$ cat config.mk
export PLATFORM = sky130hd
export DESIGN_NAME = skip_branch_control
export DESIGN_NICKNAME = d
export VERILOG_FILES = /design/src/logic/skip_branch_control.v /design/src/logic/bit_pick.v
export VERILOG_INCLUDE_DIRS = /design/src /design/src/logic
export SDC_FILE = /design/constraint.sdc
export NUM_CORES = 1
export LEC_CHECK = 0
export BUFFER_PORTS_ARGS = -buffer_cell sky130_fd_sc_hd__buf_4
export CAP_MARGIN = 15
export CORE_MARGIN = 5
export CORE_UTILIZATION = 56
export CTS_BUF_LIST = sky130_fd_sc_hd__clkbuf_16
export CTS_CLUSTER_DIAMETER = 200
export CTS_CLUSTER_SIZE = 25
export DETAILED_ROUTE_END_ITERATION = 16
export PLACE_DENSITY = 0.93
export SYNTH_ARGS = -nofsm -noshare
export SYNTH_HDL_FRONTEND = slang
export SYNTH_HIERARCHICAL = 1
export SYNTH_SLANG_ARGS = --single-unit
$ cat constraint.sdc
create_clock -name core_clk -period 3.7 [get_ports core_clk]
set_clock_uncertainty 0.2 [all_clocks]
set_input_delay 0.74 -clock core_clk [delete_from_list [all_inputs] [get_ports core_clk]]
set_output_delay 0.74 -clock core_clk [all_outputs]
set_load 0.1 [all_outputs]
$ cat src/logic/skip_branch_consts.vh
// constants for the skip and relative-jump control block
// Notes on behaviour
// - register bit zero: skip next instruction
// - register bit one: skip, flags unchanged
// - io bit zero: skip, flags unchanged
// - io bit one: skip, flags unchanged
// - indexed flag one: jump by offset plus one
// - indexed flag zero: jump, flags unchanged
// - zero flag one: jump
// - zero flag zero: jump
// - carry one: jump
// - carry zero: jump
// - unsigned at least equals carry zero
// - negative one: jump
// - half carry one: jump
// - half carry zero: jump, flags unchanged
// - unsigned below equals carry one
// - negative zero: jump
// - negative xor overflow zero: jump
`ifndef SKIP_BRANCH_CONSTS_VH
`define SKIP_BRANCH_CONSTS_VH
// operation codes on op_sel
`define OP_NONE 5'h00
`define OP_SKIP_IF_REG_BIT_CLEAR 5'h01
`define OP_SKIP_IF_REG_BIT_SET 5'h02
`define OP_SKIP_IF_IO_BIT_CLEAR 5'h03
`define OP_SKIP_IF_IO_BIT_SET 5'h04
`define OP_JUMP_IF_INDEXED_FLAG_SET 5'h05
`define OP_JUMP_IF_INDEXED_FLAG_CLEAR 5'h06
`define OP_JUMP_IF_EQUAL 5'h07
`define OP_JUMP_IF_UNEQUAL 5'h08
`define OP_JUMP_IF_CARRY_ONE 5'h09
`define OP_JUMP_IF_CARRY_ZERO 5'h0A
`define OP_JUMP_IF_UNSIGNED_AT_LEAST 5'h0B
`define OP_JUMP_IF_UNSIGNED_BELOW 5'h0C
`define OP_JUMP_IF_NEGATIVE 5'h0D
`define OP_JUMP_IF_NONNEGATIVE 5'h0E
`define OP_JUMP_IF_SIGNED_AT_LEAST 5'h0F
`define OP_JUMP_IF_HALF_CARRY_ONE 5'h10
`define OP_JUMP_IF_HALF_CARRY_ZERO 5'h11
// flag register bit positions
`define FLAG_C 3'h0
`define FLAG_Z 3'h1
`define FLAG_N 3'h2
`define FLAG_V 3'h3
`define FLAG_H 3'h5
// program counter steps
`define PC_STEP_ONE 16'h0001
`define PC_STEP_SKIP_SHORT 16'h0002
`define PC_STEP_SKIP_LONG 16'h0003
`define PC_RESET 16'h0000
`endif

$ cat src/logic/skip_branch_control.v
// skip and relative-jump control for the core program counter
`timescale 1ns/1ps
`include "skip_branch_consts.vh"
module skip_branch_control (
  input wire core_clk,
  input wire rstn,
  input wire op_valid,
  input wire [4:0] op_sel,
  input wire [2:0] bit_index,
  input wire [7:0] reg_value,
  input wire [7:0] io_value,
  input wire [7:0] flag_register,
  input wire [6:0] jump_offset,
  input wire next_is_two_word,
  output reg [15:0] pc,
  output reg taken,
  output reg busy,
  output reg done
);
  // sequencer states: idle, or extra cycles still to burn
  localparam [1:0] ST_IDLE = 2'h0; // ready for an op
  localparam [1:0] ST_LAST = 2'h1; // one extra cycle left
  localparam [1:0] ST_FIRST = 2'h2; // first of two extra cycles
  // selected bits from each source
  wire reg_bit; // tested bit of the general register
  wire io_bit; // tested bit of the io register
  wire flag_bit; // flag chosen by the index
  // decision of the current op
  reg cond; // the op's condition holds
  reg is_skip; // op is one of the skips
  reg is_jump; // op is one of the relative jumps
  // sign-extended word displacement
  wire [15:0] offset_ext;
  // candidate program counter values
  wire [15:0] step_pc; // plain advance to the next word
  wire [15:0] skip_short_pc; // past a one-word follower
  wire [15:0] skip_long_pc; // past a two-word follower
  wire [15:0] jump_pc; // relative jump target
  // handshake and outcome of the op
  wire accept; // op taken at this edge
  wire skip_hit; // a skip whose condition holds
  wire jump_hit; // a jump whose condition holds
  wire hit; // control flow changes
  wire long_skip; // skip over a two-word follower
  // sequencer state and its next value
  reg [1:0] state;
  reg [1:0] next_state;
  // next values of the registered outputs
  reg [15:0] next_pc;
  reg next_taken;
  reg next_busy;
  reg next_done;

  // tested bit of the general register
  bit_pick pick_reg (
    .word(reg_value),
    .index(bit_index),
    .bit_value(reg_bit)
  );

  // tested bit of the io register
  bit_pick pick_io (
    .word(io_value),
    .index(bit_index),
    .bit_value(io_bit)
  );

  // flag chosen by the index
  bit_pick pick_flag (
    .word(flag_register),
    .index(bit_index),
    .bit_value(flag_bit)
  );

  // offset is signed words, may reach back
  assign offset_ext = {{9{jump_offset[6]}}, jump_offset};

  // candidate targets, all cut to the 16-bit counter
  assign step_pc = pc + `PC_STEP_ONE;
  assign skip_short_pc = pc + `PC_STEP_SKIP_SHORT;
  assign skip_long_pc = pc + `PC_STEP_SKIP_LONG;
  assign jump_pc = pc + offset_ext + `PC_STEP_ONE;

  // condition decode per operation
  always @* begin
    cond = 1'b0;
    is_skip = 1'b0;
    is_jump = 1'b0;
    case (op_sel)
      // register bit zero skips
      `OP_SKIP_IF_REG_BIT_CLEAR: begin
        is_skip = 1'b1;
        cond = ~reg_bit;
      end

      // register bit one skips
      `OP_SKIP_IF_REG_BIT_SET: begin
        is_skip = 1'b1;
        cond = reg_bit;
      end

      // io bit zero skips
      `OP_SKIP_IF_IO_BIT_CLEAR: begin
        is_skip = 1'b1;
        cond = ~io_bit;
      end

      // io bit one skips
      `OP_SKIP_IF_IO_BIT_SET: begin
        is_skip = 1'b1;
        cond = io_bit;
      end

      // indexed flag one jumps
      `OP_JUMP_IF_INDEXED_FLAG_SET: begin
        is_jump = 1'b1;
        cond = flag_bit;
      end

      // indexed flag zero jumps
      `OP_JUMP_IF_INDEXED_FLAG_CLEAR: begin
        is_jump = 1'b1;
        cond = ~flag_bit;
      end

      // zero flag one jumps
      `OP_JUMP_IF_EQUAL: begin
        is_jump = 1'b1;
        cond = flag_register[`FLAG_Z];
      end

      // zero flag zero jumps
      `OP_JUMP_IF_UNEQUAL: begin
        is_jump = 1'b1;
        cond = ~flag_register[`FLAG_Z];
      end

      // carry one jumps
      `OP_JUMP_IF_CARRY_ONE: begin
        is_jump = 1'b1;
        cond = flag_register[`FLAG_C];
      end

      // carry zero jumps
      `OP_JUMP_IF_CARRY_ZERO: begin
        is_jump = 1'b1;
        cond = ~flag_register[`FLAG_C];
      end

      // unsigned at least: carry zero jumps
      `OP_JUMP_IF_UNSIGNED_AT_LEAST: begin
        is_jump = 1'b1;
        cond = ~flag_register[`FLAG_C];
      end

      // unsigned below: carry one jumps
      `OP_JUMP_IF_UNSIGNED_BELOW: begin
        is_jump = 1'b1;
        cond = flag_register[`FLAG_C];
      end

      // negative one jumps
      `OP_JUMP_IF_NEGATIVE: begin
        is_jump = 1'b1;
        cond = flag_register[`FLAG_N];
      end

      // negative zero jumps
      `OP_JUMP_IF_NONNEGATIVE: begin
        is_jump = 1'b1;
        cond = ~flag_register[`FLAG_N];
      end

      // negative xor overflow zero jumps
      `OP_JUMP_IF_SIGNED_AT_LEAST: begin
        is_jump = 1'b1;
        cond = ~(flag_register[`FLAG_N] ^ flag_register[`FLAG_V]);
      end

      // half carry one jumps
      `OP_JUMP_IF_HALF_CARRY_ONE: begin
        is_jump = 1'b1;
        cond = flag_register[`FLAG_H];
      end

      // half carry zero jumps
      `OP_JUMP_IF_HALF_CARRY_ZERO: begin
        is_jump = 1'b1;
        cond = ~flag_register[`FLAG_H];
      end
      default: begin
        cond = 1'b0;
      end
    endcase
  end

  // an op is taken only while the sequencer is idle
  assign accept = op_valid & (state == ST_IDLE);
  // which kind of op changes control flow
  assign skip_hit = is_skip & cond;
  assign jump_hit = is_jump & cond;
  assign hit = skip_hit | jump_hit;
  // a taken skip over a two-word follower costs two extra cycles
  assign long_skip = skip_hit & next_is_two_word;

  // next program counter, moved only when an op is accepted
  always @* begin
    next_pc = pc;
    if (accept) begin
      if (skip_hit) begin
        // skip over one or two words
        if (next_is_two_word) begin
          next_pc = skip_long_pc;
        end else begin
          next_pc = skip_short_pc;
        end
      end else if (jump_hit) begin
        // relative jump, pc plus offset plus one
        next_pc = jump_pc;
      end else begin
        // condition false or no op: fall through
        next_pc = step_pc;
      end
    end
  end

  // sequencer: idle, or burning the extra cycles of a taken op
  always @* begin
    next_state = ST_IDLE;
    case (state)
      ST_IDLE: begin
        if (accept && long_skip) begin
          // three cycles in all
          next_state = ST_FIRST;
        end else if (accept && hit) begin
          // two cycles in all
          next_state = ST_LAST;
        end else begin
          // one cycle, or nothing to do
          next_state = ST_IDLE;
        end
      end
      ST_FIRST: begin
        // first extra cycle of a long skip
        next_state = ST_LAST;
      end
      ST_LAST: begin
        // last extra cycle, back to idle
        next_state = ST_IDLE;
      end
      default: begin
        // unused code, recover to idle
        next_state = ST_IDLE;
      end
    endcase
  end

  // next values of taken, busy and done
  always @* begin
    next_taken = 1'b0;
    next_busy = 1'b0;
    next_done = 1'b0;
    case (state)
      ST_IDLE: begin
        // taken stands from accept until the op ends
        next_taken = accept & hit;
        next_busy = accept & hit;
        // a one-cycle op finishes at once
        next_done = accept & ~hit;
      end
      ST_FIRST: begin
        // still busy, taken held
        next_taken = taken;
        next_busy = 1'b1;
      end
      ST_LAST: begin
        // op ends now, taken held for this last cycle
        next_taken = taken;
        next_done = 1'b1;
      end
      default: begin
        // unused code, outputs quiet
        next_taken = 1'b0;
      end
    endcase
  end

  // registered outputs; flag register is only read, never written
  always @(posedge core_clk or negedge rstn) begin
    if (!rstn) begin
      // quiet at reset, pc at its start value
      state <= ST_IDLE;
      pc <= `PC_RESET;
      taken <= 1'b0;
      busy <= 1'b0;
      done <= 1'b0;
    end else begin
      // every register moves on every edge
      state <= next_state;
      pc <= next_pc;
      taken <= next_taken;
      busy <= next_busy;
      done <= next_done;
    end
  end
endmodule

$ cat src/logic/bit_pick.v
// one-of-eight bit selector, registered-free
`timescale 1ns/1ps
module bit_pick (
  input wire [7:0] word,
  input wire [2:0] index,
  output wire bit_value
);
  // select the indexed bit
  assign bit_value = word[index];
endmodule

### Word level (Yosys, flattened, before mapping)

Index checks and enable logic that the tools add are counted.
Widths: inputs -> output; s select.

* register bits: 21
* input port bits: 43
* output and inout port bits: 19
* word-level logic and storage cells: 73

* $add $sub $neg: 5
* order comparisons: 1
* equal/unequal tests: 19
* multiplexer cells: 18
* bitwise operators: 17
* reductions and logical operators: 8

Operator list (count)
* $mux 16: 3
* $eq 5x4->1 const B: 8
* $add 16x1->16 const B: 2
* $add 16x2->16 const B: 2
* $eq 5x3->1 const B: 4
* $add 16x16->16: 1
* $pmux 1 s15: 1
* $reduce_or 13->1: 1
* $eq 5x2->1 const B: 2
* $eq 5x5->1 const B: 2
* $bmux 1 s3: 3
* $not 1->1: 9
* $and 1x1->1: 6
* $mux 1: 6
* $pmux 1 s2: 3
* $reduce_or 2->1: 3
* $eq 5x1->1 const B: 1
* $lt 3x4->1 const B: 1
* $pmux 2 s2: 1
* $reduce_or 4->1: 1
* $eq 2x1->1 const B: 1
* $eq 2x2->1 const B: 1
* $logic_and 1x1->1: 2
* $logic_not 2->1: 1
* other kinds (3): 3

### Depth between registers and ports, before layout

Gate-level depths: netlist of run 1.

* depth in word-level cells: 10
* depth in mapped cells: 13
* mapped depth without buffers: 12

### By module

The synthesis of run 1 kept the hierarchy.

Modules (own cells, without submodules)
* skip_branch_control: times used 1, cells an instance 336, area each 2612.5 um2
* bit_pick: times used 3, cells an instance 3, area each 63.8 um2

### Worst setup path after synthesis of run 1

Ideal clock, no wire load.

* kind: register -> register
* start: register pc[0]
* end: register pc[14]
* setup time: 0.124 ns
* arrival: 3.256 ns
* slack: 0.120 ns
* cell stages (with the launch flop): 14
* path buffers: 1
* path through: dfrtp_1 -> clkbuf_1 -> inv_1 -> ha_1 -> inv_1 -> fa_1 -> a211oi_1 -> o21ai_0 -> and3_1 -> o31ai_1 -> nor3_1 -> nor4_1 -> a21oi_1 -> a211o_1

* longest elaborated chain between the ends: 4
* elaborated cells on any way between the ends: 8

Ends and longest elaborated chain
* from (decl): RTL line skip_branch_control.v:15 `output reg [15:0] pc,`
* from (signal assigned): RTL line skip_branch_control.v:293 `` pc <= `PC_RESET; ``
* from (signal assigned): RTL line skip_branch_control.v:300 `pc <= next_pc;`
* $add 16x16->16: RTL line skip_branch_control.v:82 `` assign jump_pc = pc + offset_ext + `PC_STEP_ONE; ``
* $add 16x1->16 (no source line)
* $mux 16: RTL line skip_branch_control.v:217 `end else if (jump_hit) begin`
* $mux 16 *: RTL line skip_branch_control.v:210 `if (skip_hit) begin`

Every way passes the cells marked *; elsewhere a longest branch is shown, timed or not.
A chain may end at the register's enable or synchronous reset.

### Final worst setup path of run 1

* start: input port bit_index[0]
* end: register pc[11]

* longest elaborated chain between the ends: 7
* elaborated cells on any way between the ends: 14

Ends and longest elaborated chain
* from (decl): RTL line skip_branch_control.v:9 `input wire [2:0] bit_index,`
* $bmux 1 s3 *: RTL line bit_pick.v:9 `assign bit_value = word[index];`
* $mux 1 (implied by the code) *: RTL line bit_pick.v:9
* named net reg_bit: RTL line skip_branch_control.v:25 `wire reg_bit;`
* $not 1->1: RTL line skip_branch_control.v:93 `cond = ~reg_bit;`
* $pmux 1 s15 *: RTL line skip_branch_control.v:89 `case (op_sel)`
* $and 1x1->1: RTL line skip_branch_control.v:201 `assign jump_hit = is_jump & cond;`
* $mux 16: RTL line skip_branch_control.v:217
* $mux 16 *: RTL line skip_branch_control.v:210

Mark *: on every way through the listed nets, which the timed path passes. The rest lies on a longest branch. The select of a mux whose other input is x is not followed.

==> results.json, run 1 <==
{
  "status": "complete, no violations",
  "die_h_um": 80.8,
  "fin_crit_ns": 3.51,
  "fmax_mhz": 285,
  "clock_sinks": 21,
  "final_cell_mix": "buf_4, o21ai_0, a21oi_1, nor2_1, nand2_1",
  "synth_flop_cell": "dfrtp_1",
  "r2r.worst_path.cells": 12,
  "syn-mean-instance-area_um2": 8.13,
  "worstSetupPathType": "input pin to flop",
  "cts_tree": "built",
  "htree_num_levels": 1,
  "hpwl_um": 6200,
  "drt-vias-per-instance": 6.30,
  "grt_use_total_pct": 25.8,
  "path_buf_inv": 2,
  "final_common_cell": "buf_4",
  "ant_nets": 0,
  "overflow": 0,
  "syn_area_mm2": 0.00280,
  "arrival_ns": 3.51,
  "first_global_vias": 2872,
  "die_w_um": 80.8,
  "worst_slack_ns": 0.190,
  "clkSlewWorstSetupHoldPaths_ns": 0.06,
  "power_mw": 2.63,
  "dp_slack_ns": -0.0902,
  "synthesis.nets": 411,
  "cp.required_ns": 3.70,
  "async_reset_ff_share_pct": 100,
  "maxSlewViolCount": 0,
  "initial_utilization_pct": 58.6,
  "p_leak_nw": 1.62,
  "yosys_warnings": 6,
  "hold_viol_final": 0,
  "cp_max_fo": 7,
  "ys_ff_latch": 21,
  "rsz0062_at_grt": "false",
  "min_path_type": "input pin to async pin",
  "ys_seq_area_share_pct": 18.7,
  "portBuffers": 61,
  "numCtsBuffers": 3,
  "crit_path_max_incr_delay_ns": 0.55,
  "area_growth_pct": 23.9,
  "dieArea_mm2": 0.00652,
  "vias": 2985,
  "io_pins": 62,
  "cap_violations": 0,
  "final_cell_area_mm2": 0.00347,
  "maxSlewHeadroom_pct": 48.6,
  "setup-tns-final_ns": 0,
  "worst_pin_slew_ns": 0.769,
  "dr.pass1.iters": 6,
  "clockRootBuffer": "clkbuf_16",
  "powerDensity_mw_per_mm2": 758,
  "endpoint_kind": "flop",
  "clock_latency_ns": 0.26,
  "syn-instance-count": 345,
  "grt_first_pass_wirelength_um": 13400,
  "antenna_found_initial": 0,
  "postCtsSetupBuffers": 0,
  "n_antenna_cell": 0,
  "finalSetupViolCount": 0,
  "clockBufferDepth": 2,
  "synth.area.top_cells": "dfrtp_1, ha_1, mux4_1",
  "drive_gt1_share_pct": 25.1,
  "place_congestion": 0.935,
  "worst-r2r-setup-slack_ns": 0.46,
  "placedInstanceArea_mm2": 0.00339,
  "cts-resized-gates": 0,
  "path_depth": 11,
  "startpoint_type": "input pin",
  "vdd_drop_max_uv": 681,
  "period_share_pct": 94.9,
  "synth_edf_count": 0,
  "cpMaxStageDelayCell": "mux4_1",
  "yosysTopAreaCell": "dfrtp_1",
  "synth_cell_type_count": 62,
  "grt_max_degree": 24,
  "rows": 25,
  "nets": 474,
  "drc": 0,
  "initialDrtViolationCount": 341,
  "synth_top_area_share_pct": 18.7,
  "wire_per_inst_um": 17.3,
  "crit_chain": "buf_4, mux4_1, mux2_2, a2111oi_0, o32ai_2, and3_1, nor2_4, buf_4, nand2_4, o41ai_2, a21o_1",
  "cts.hold.buffers_added": 0,
  "cpMostUsedCell": "buf_4",
  "drt_wl_total_um": 8220,
  "cp_top_family": "compound AO/OA/AOI/OAI gates",
  "core_area_mm2": 0.00479
}
layout make-up:
type | instances | area, um2
fill | 365 | 1310
clock buffer | 3 | 75.1
clock inverter | 1 | 3.75
multi-input combinational | 290 | 2130
timing repair buffer | 79 | 606
inverter | 13 | 48.8
sequential | 21 | 526
tap | 67 | 83.8
power breakdown:
group / total, mW / internal, mW / switching [mW]
logic: 1.94 / 0.643 / 1.29
registers: 0.467 / 0.314 / 0.153
clock network: 0.231 / 0.144 / 0.0868
total: 2.63 / 1.10 / 1.53
state kept, by name (all words and copies together) (netlist names):
| register | count |
|---|---|
| taken | 1 |
| state | 2 |
| busy | 1 |
| done | 1 |
| pc | 16 |
per-layer routing:
| layer | GRT usage [%] | part of all wire, % | vias to the layer above |
|---|---|---|---|
| met4 | 6.25 | 1.8 | 0 |
| met5 | 0 | 0 | - |
| li1 | - | - | 1404 |
| met1 | 31.9 | 40 | 1389 |
| met3 | 3.88 | 7.3 | 25 |
| met2 | 46.9 | 51 | 167 |
metrics by stage:
step / std cells / utilization, % / hold slack [ns]
floorplan: 345 / - / 0.244
global placement: 470 / 70.8 / 0.274
detailed placement: 470 / 70.8 / 0.273
CTS: 474 / 72.4 / 0.174
global route: 474 / 72.6 / 0.180
finish: 474 / 72.6 / 0.166
Yosys cell counts, types with 2 or more instances:
cell type / instances
a21o_1: 7
o211ai_1: 2
or2_2: 2
buf_2: 3
nand3_1: 12
a32oi_1: 2
a31oi_1: 4
a211o_1: 2
xor2_1: 12
a2111oi_0: 2
nand3b_1: 3
mux2_2: 4
a31o_2: 4
a22oi_1: 2
nor3_1: 5
buf_6: 3
o31ai_1: 5
and3_1: 9
nand2_1: 24
xnor2_1: 14
nor3b_1: 2
o22ai_1: 2
a211oi_1: 7
o21ai_0: 28
nand4_1: 2
a21oi_1: 27
clkbuf_1: 15
and3b_1: 2
and2_1: 5
mux2i_1: 8
nor4_1: 2
dfrtp_1: 21
nand2b_1: 7
nor2_1: 26
o22a_1: 2
nor2b_1: 5
mux4_1: 6
ha_1: 22
inv_1: 12
logic make-up (layout without fill, tap and decap cells):
family / count (synthesis) / count (layout) / share of synthesized area (%)
simple gates: 115 / 115 / 21.9
compound gates: 108 / 108 / 25.2
buf+inv: 34 / 96 / 5.49
xor+xnor: 26 / 26 / 8.12
fa+ha+maj: 23 / 23 / 10.5
flops: 21 / 21 / 18.7
mux: 18 / 18 / 10.1
worst paths after layout:
kind	start	endpoint
min	rstn	pc[7]
max reg2reg	pc[0]	pc[14]
min in group core_clk	pc[15]	pc[15]
min reg2reg	pc[15]	pc[15]
max	bit_index[0]	pc[11]
max in group asynchronous	rstn	done
Note: power is estimated with default switching activity, not from simulation.
==> inputs of run 2 (changes only) <==
Settings changed: ABC_AREA set to 1, CELL_PAD_IN_SITES_DETAIL_PLACEMENT set to 0, CELL_PAD_IN_SITES_GLOBAL_PLACEMENT set to 1, CORE_UTILIZATION 56 to 39, PLACE_DENSITY 0.93 to 0.94.
==> results.json, run 2 <==
{
  "startpoint_type": "input pin",
  "cap_violations": 0,
  "ys_ff_latch": 21,
  "p_int_mw": 1.07,
  "startpoint": "bit_index[0]",
  "crit_path_max_incr_delay_ns": 0.32,
  "initial_utilization_pct": 40.3,
  "grt_max_degree": 27,
  "worstSetupPathType": "input pin to flop",
  "cts.hold.buffers_added": 0,
  "final_cell_area_mm2": 0.00395,
  "synth_flop_cell": "dfrtp_1",
  "combPwrFrac_pct": 72.7,
  "dr.pass1.iters": 4,
  "drt_wl_total_um": 9400,
  "cp_max_fo": 19,
  "initialDrtViolationCount": 127,
  "final_cell_mix": "nand2_1, inv_1, nand3_1, buf_4, nor2_1",
  "clock_latency_ns": 0.26,
  "dieArea_mm2": 0.0105,
  "vias": 3721,
  "overflow": 0,
  "clockBufferDepth": 2,
  "synth_edf_count": 0,
  "ant_nets": 0,
  "vdd_drop_max_uv": 295,
  "swShare_pct": 61.5,
  "async_reset_ff_share_pct": 100,
  "pwr-share-clk_pct": 8.6,
  "nFillCells": 905,
  "cpMostUsedCell": "nand2_1",
  "wl_met3_um": 387,
  "yosysTopAreaCell": "nand2_1",
  "syn-mean-instance-area_um2": 5.72,
  "drc": 0,
  "period_share_pct": 72.0,
  "yosysMostFrequentCell": "nand2_1",
  "cp_top_family": "simple AND/OR/NAND/NOR gates",
  "r2r_end": "pc[6]",
  "largest_reg_flops": 16,
  "core_area_mm2": 0.00830,
  "ys_top_cells_by_count": "nand2_1, inv_1, nand3_1, nor2_1, xor2_1",
  "rows": 33,
  "worst_pin_slew_ns": 0.757,
  "r2r.worst_path.cells": 14,
  "maxSlewHeadroom_pct": 49.4,
  "first_global_vias": 3568,
  "portBuffers": 61,
  "io_pins": 62,
  "cp.required_ns": 3.65,
  "wl_met1_um": 4180,
  "p_seq_share_pct": 18.7,
  "clock_sinks": 21,
  "htree_num_levels": 1,
  "finalSetupViolCount": 0,
  "worst-r2r-setup-slack_ns": 1.12,
  "syn_area_mm2": 0.00334,
  "synth_top_area_share_pct": 21.8,
  "hold_viol_final": 0,
  "area_growth_pct": 18.0,
  "placedInstanceArea_mm2": 0.00386,
  "syn-instance-count": 585,
  "powerDensity_mw_per_mm2": 706,
  "die_h_um": 103,
  "antenna_found_initial": 0,
  "wire_per_inst_um": 12.6,
  "nets": 706,
  "yosys_warnings": 6,
  "fin_crit_ns": 2.66,
  "rsz0062_at_grt": "false",
  "ys_seq_area_share_pct": 15.7,
  "p_leak_nw": 2.28,
  "r2r-start": "pc[0]",
  "path_depth": 19,
  "synth_cell_type_count": 34,
  "numCtsBuffers": 3,
  "path_buf_inv": 3,
  "drt-vias-per-instance": 5.00,
  "setup-tns-final_ns": 0,
  "die_w_um": 103,
  "cts_tree": "built",
  "crit_chain": "buf_4, inv_2, nand2_1, nand3_1, nand2_1, nand2_1, nand2_1, nand2_1, o21ai_0, o211ai_1, nand2_1, nor2_1, nand2_2, nand2_2, inv_1, o21ai_0, nand2_1, nand2_1, nand2_1",
  "synthesis.nets": 651,
  "final_common_cell": "nand2_1",
  "cts-resized-gates": 0,
  "endpoint_kind": "flop",
  "maxSlewViolCount": 0,
  "top_register": "pc",
  "cpMaxStageDelayCell": "nand2_2",
  "n_antenna_cell": 0,
  "fmax_mhz": 376,
  "p_switching_mw": 1.71,
  "drive_gt1_share_pct": 13.0,
  "hpwl_um": 7620,
  "clockRootBuffer": "clkbuf_16",
  "grt_first_pass_wirelength_um": 15900,
  "synth.area.top_cells": "nand2_1, dfrtp_1, inv_1",
  "min_path_type": "input pin to async pin",
  "place_congestion": 0.917,
  "grt_use_total_pct": 18.4,
  "arrival_ns": 2.61,
  "status": "complete, no violations",
  "reg.largest.list": "pc x16, state x2",
  "postCtsSetupBuffers": 0,
  "clkSlewWorstSetupHoldPaths_ns": 0.07,
  "highest_layer": "met4",
  "dr_wl_met2_um": 4760
}
run 2: layout make-up:
type | instances | area [um2] | area share, %
multi-input combinational | 451 | 2360 | 59.8
clock inverter | 1 | 7.51 | 0.190
inverter | 100 | 375 | 9.51
clock buffer | 3 | 75.1 | 1.90
timing repair buffer | 63 | 473 | 12.0
tap | 105 | 131 | 3.33
sequential | 21 | 526 | 13.3
run 2: worst max-delay path by stage:
stage               endpoint  slack (ns)
CTS                    pc[2]        1.03
floorplan              pc[6]        0.95
detailed placement     pc[2]        0.75
finish                 pc[2]        1.04
global route          pc[14]        0.78
global placement       pc[6]        0.80
run 2: routing by layer:
metal  global-route usage [%]  up-vias
met2                     34.3       81
met4                     3.73        0
li1                         -     1938
met5                        0        -
met3                     1.96        9
met1                     22.8     1693
run 2: power groups by stage:
stage	Combinational [mW]	Clock [mW]	Sequential (mW)
after detailed placement	2.02	0	0.526
after floorplan	1.07	0	1.00
final	2.02	0.240	0.521
after global placement	2.00	0	0.519
after CTS	2.03	0.242	0.522
after global routing	2.23	0.256	0.541
run 2: logic make-up (layout without fill, tap and decap cells):
family / after synthesis / in the layout / share of synthesized area (%)
XOR/XNOR: 35 / 35 / 9.17
adder cells (fa/ha/maj): 23 / 23 / 8.83
buffers and inverters: 113 / 167 / 13.8
AND/OR/NAND/NOR: 348 / 348 / 44.4
flip-flops: 21 / 21 / 15.7
AO/OA/AOI/OAI: 45 / 45 / 8.12
run 2: per-stage QoR:
step | cells | setup slack, ns | util [%] | hold WS, ns | total power [mW]
5_1_grt | 744 | 0.776 | 47.5 | 0.177 | 3.02
3_5_place_dp | 740 | 0.754 | 46.5 | 0.287 | 2.55
2_1_floorplan | 585 | 0.946 | - | 0.244 | 2.07
3_3_place_gp | 740 | 0.805 | 46.5 | 0.264 | 2.52
6_report | 744 | 1.04 | 47.5 | 0.158 | 2.79
4_1_cts | 744 | 1.03 | 47.5 | 0.170 | 2.79
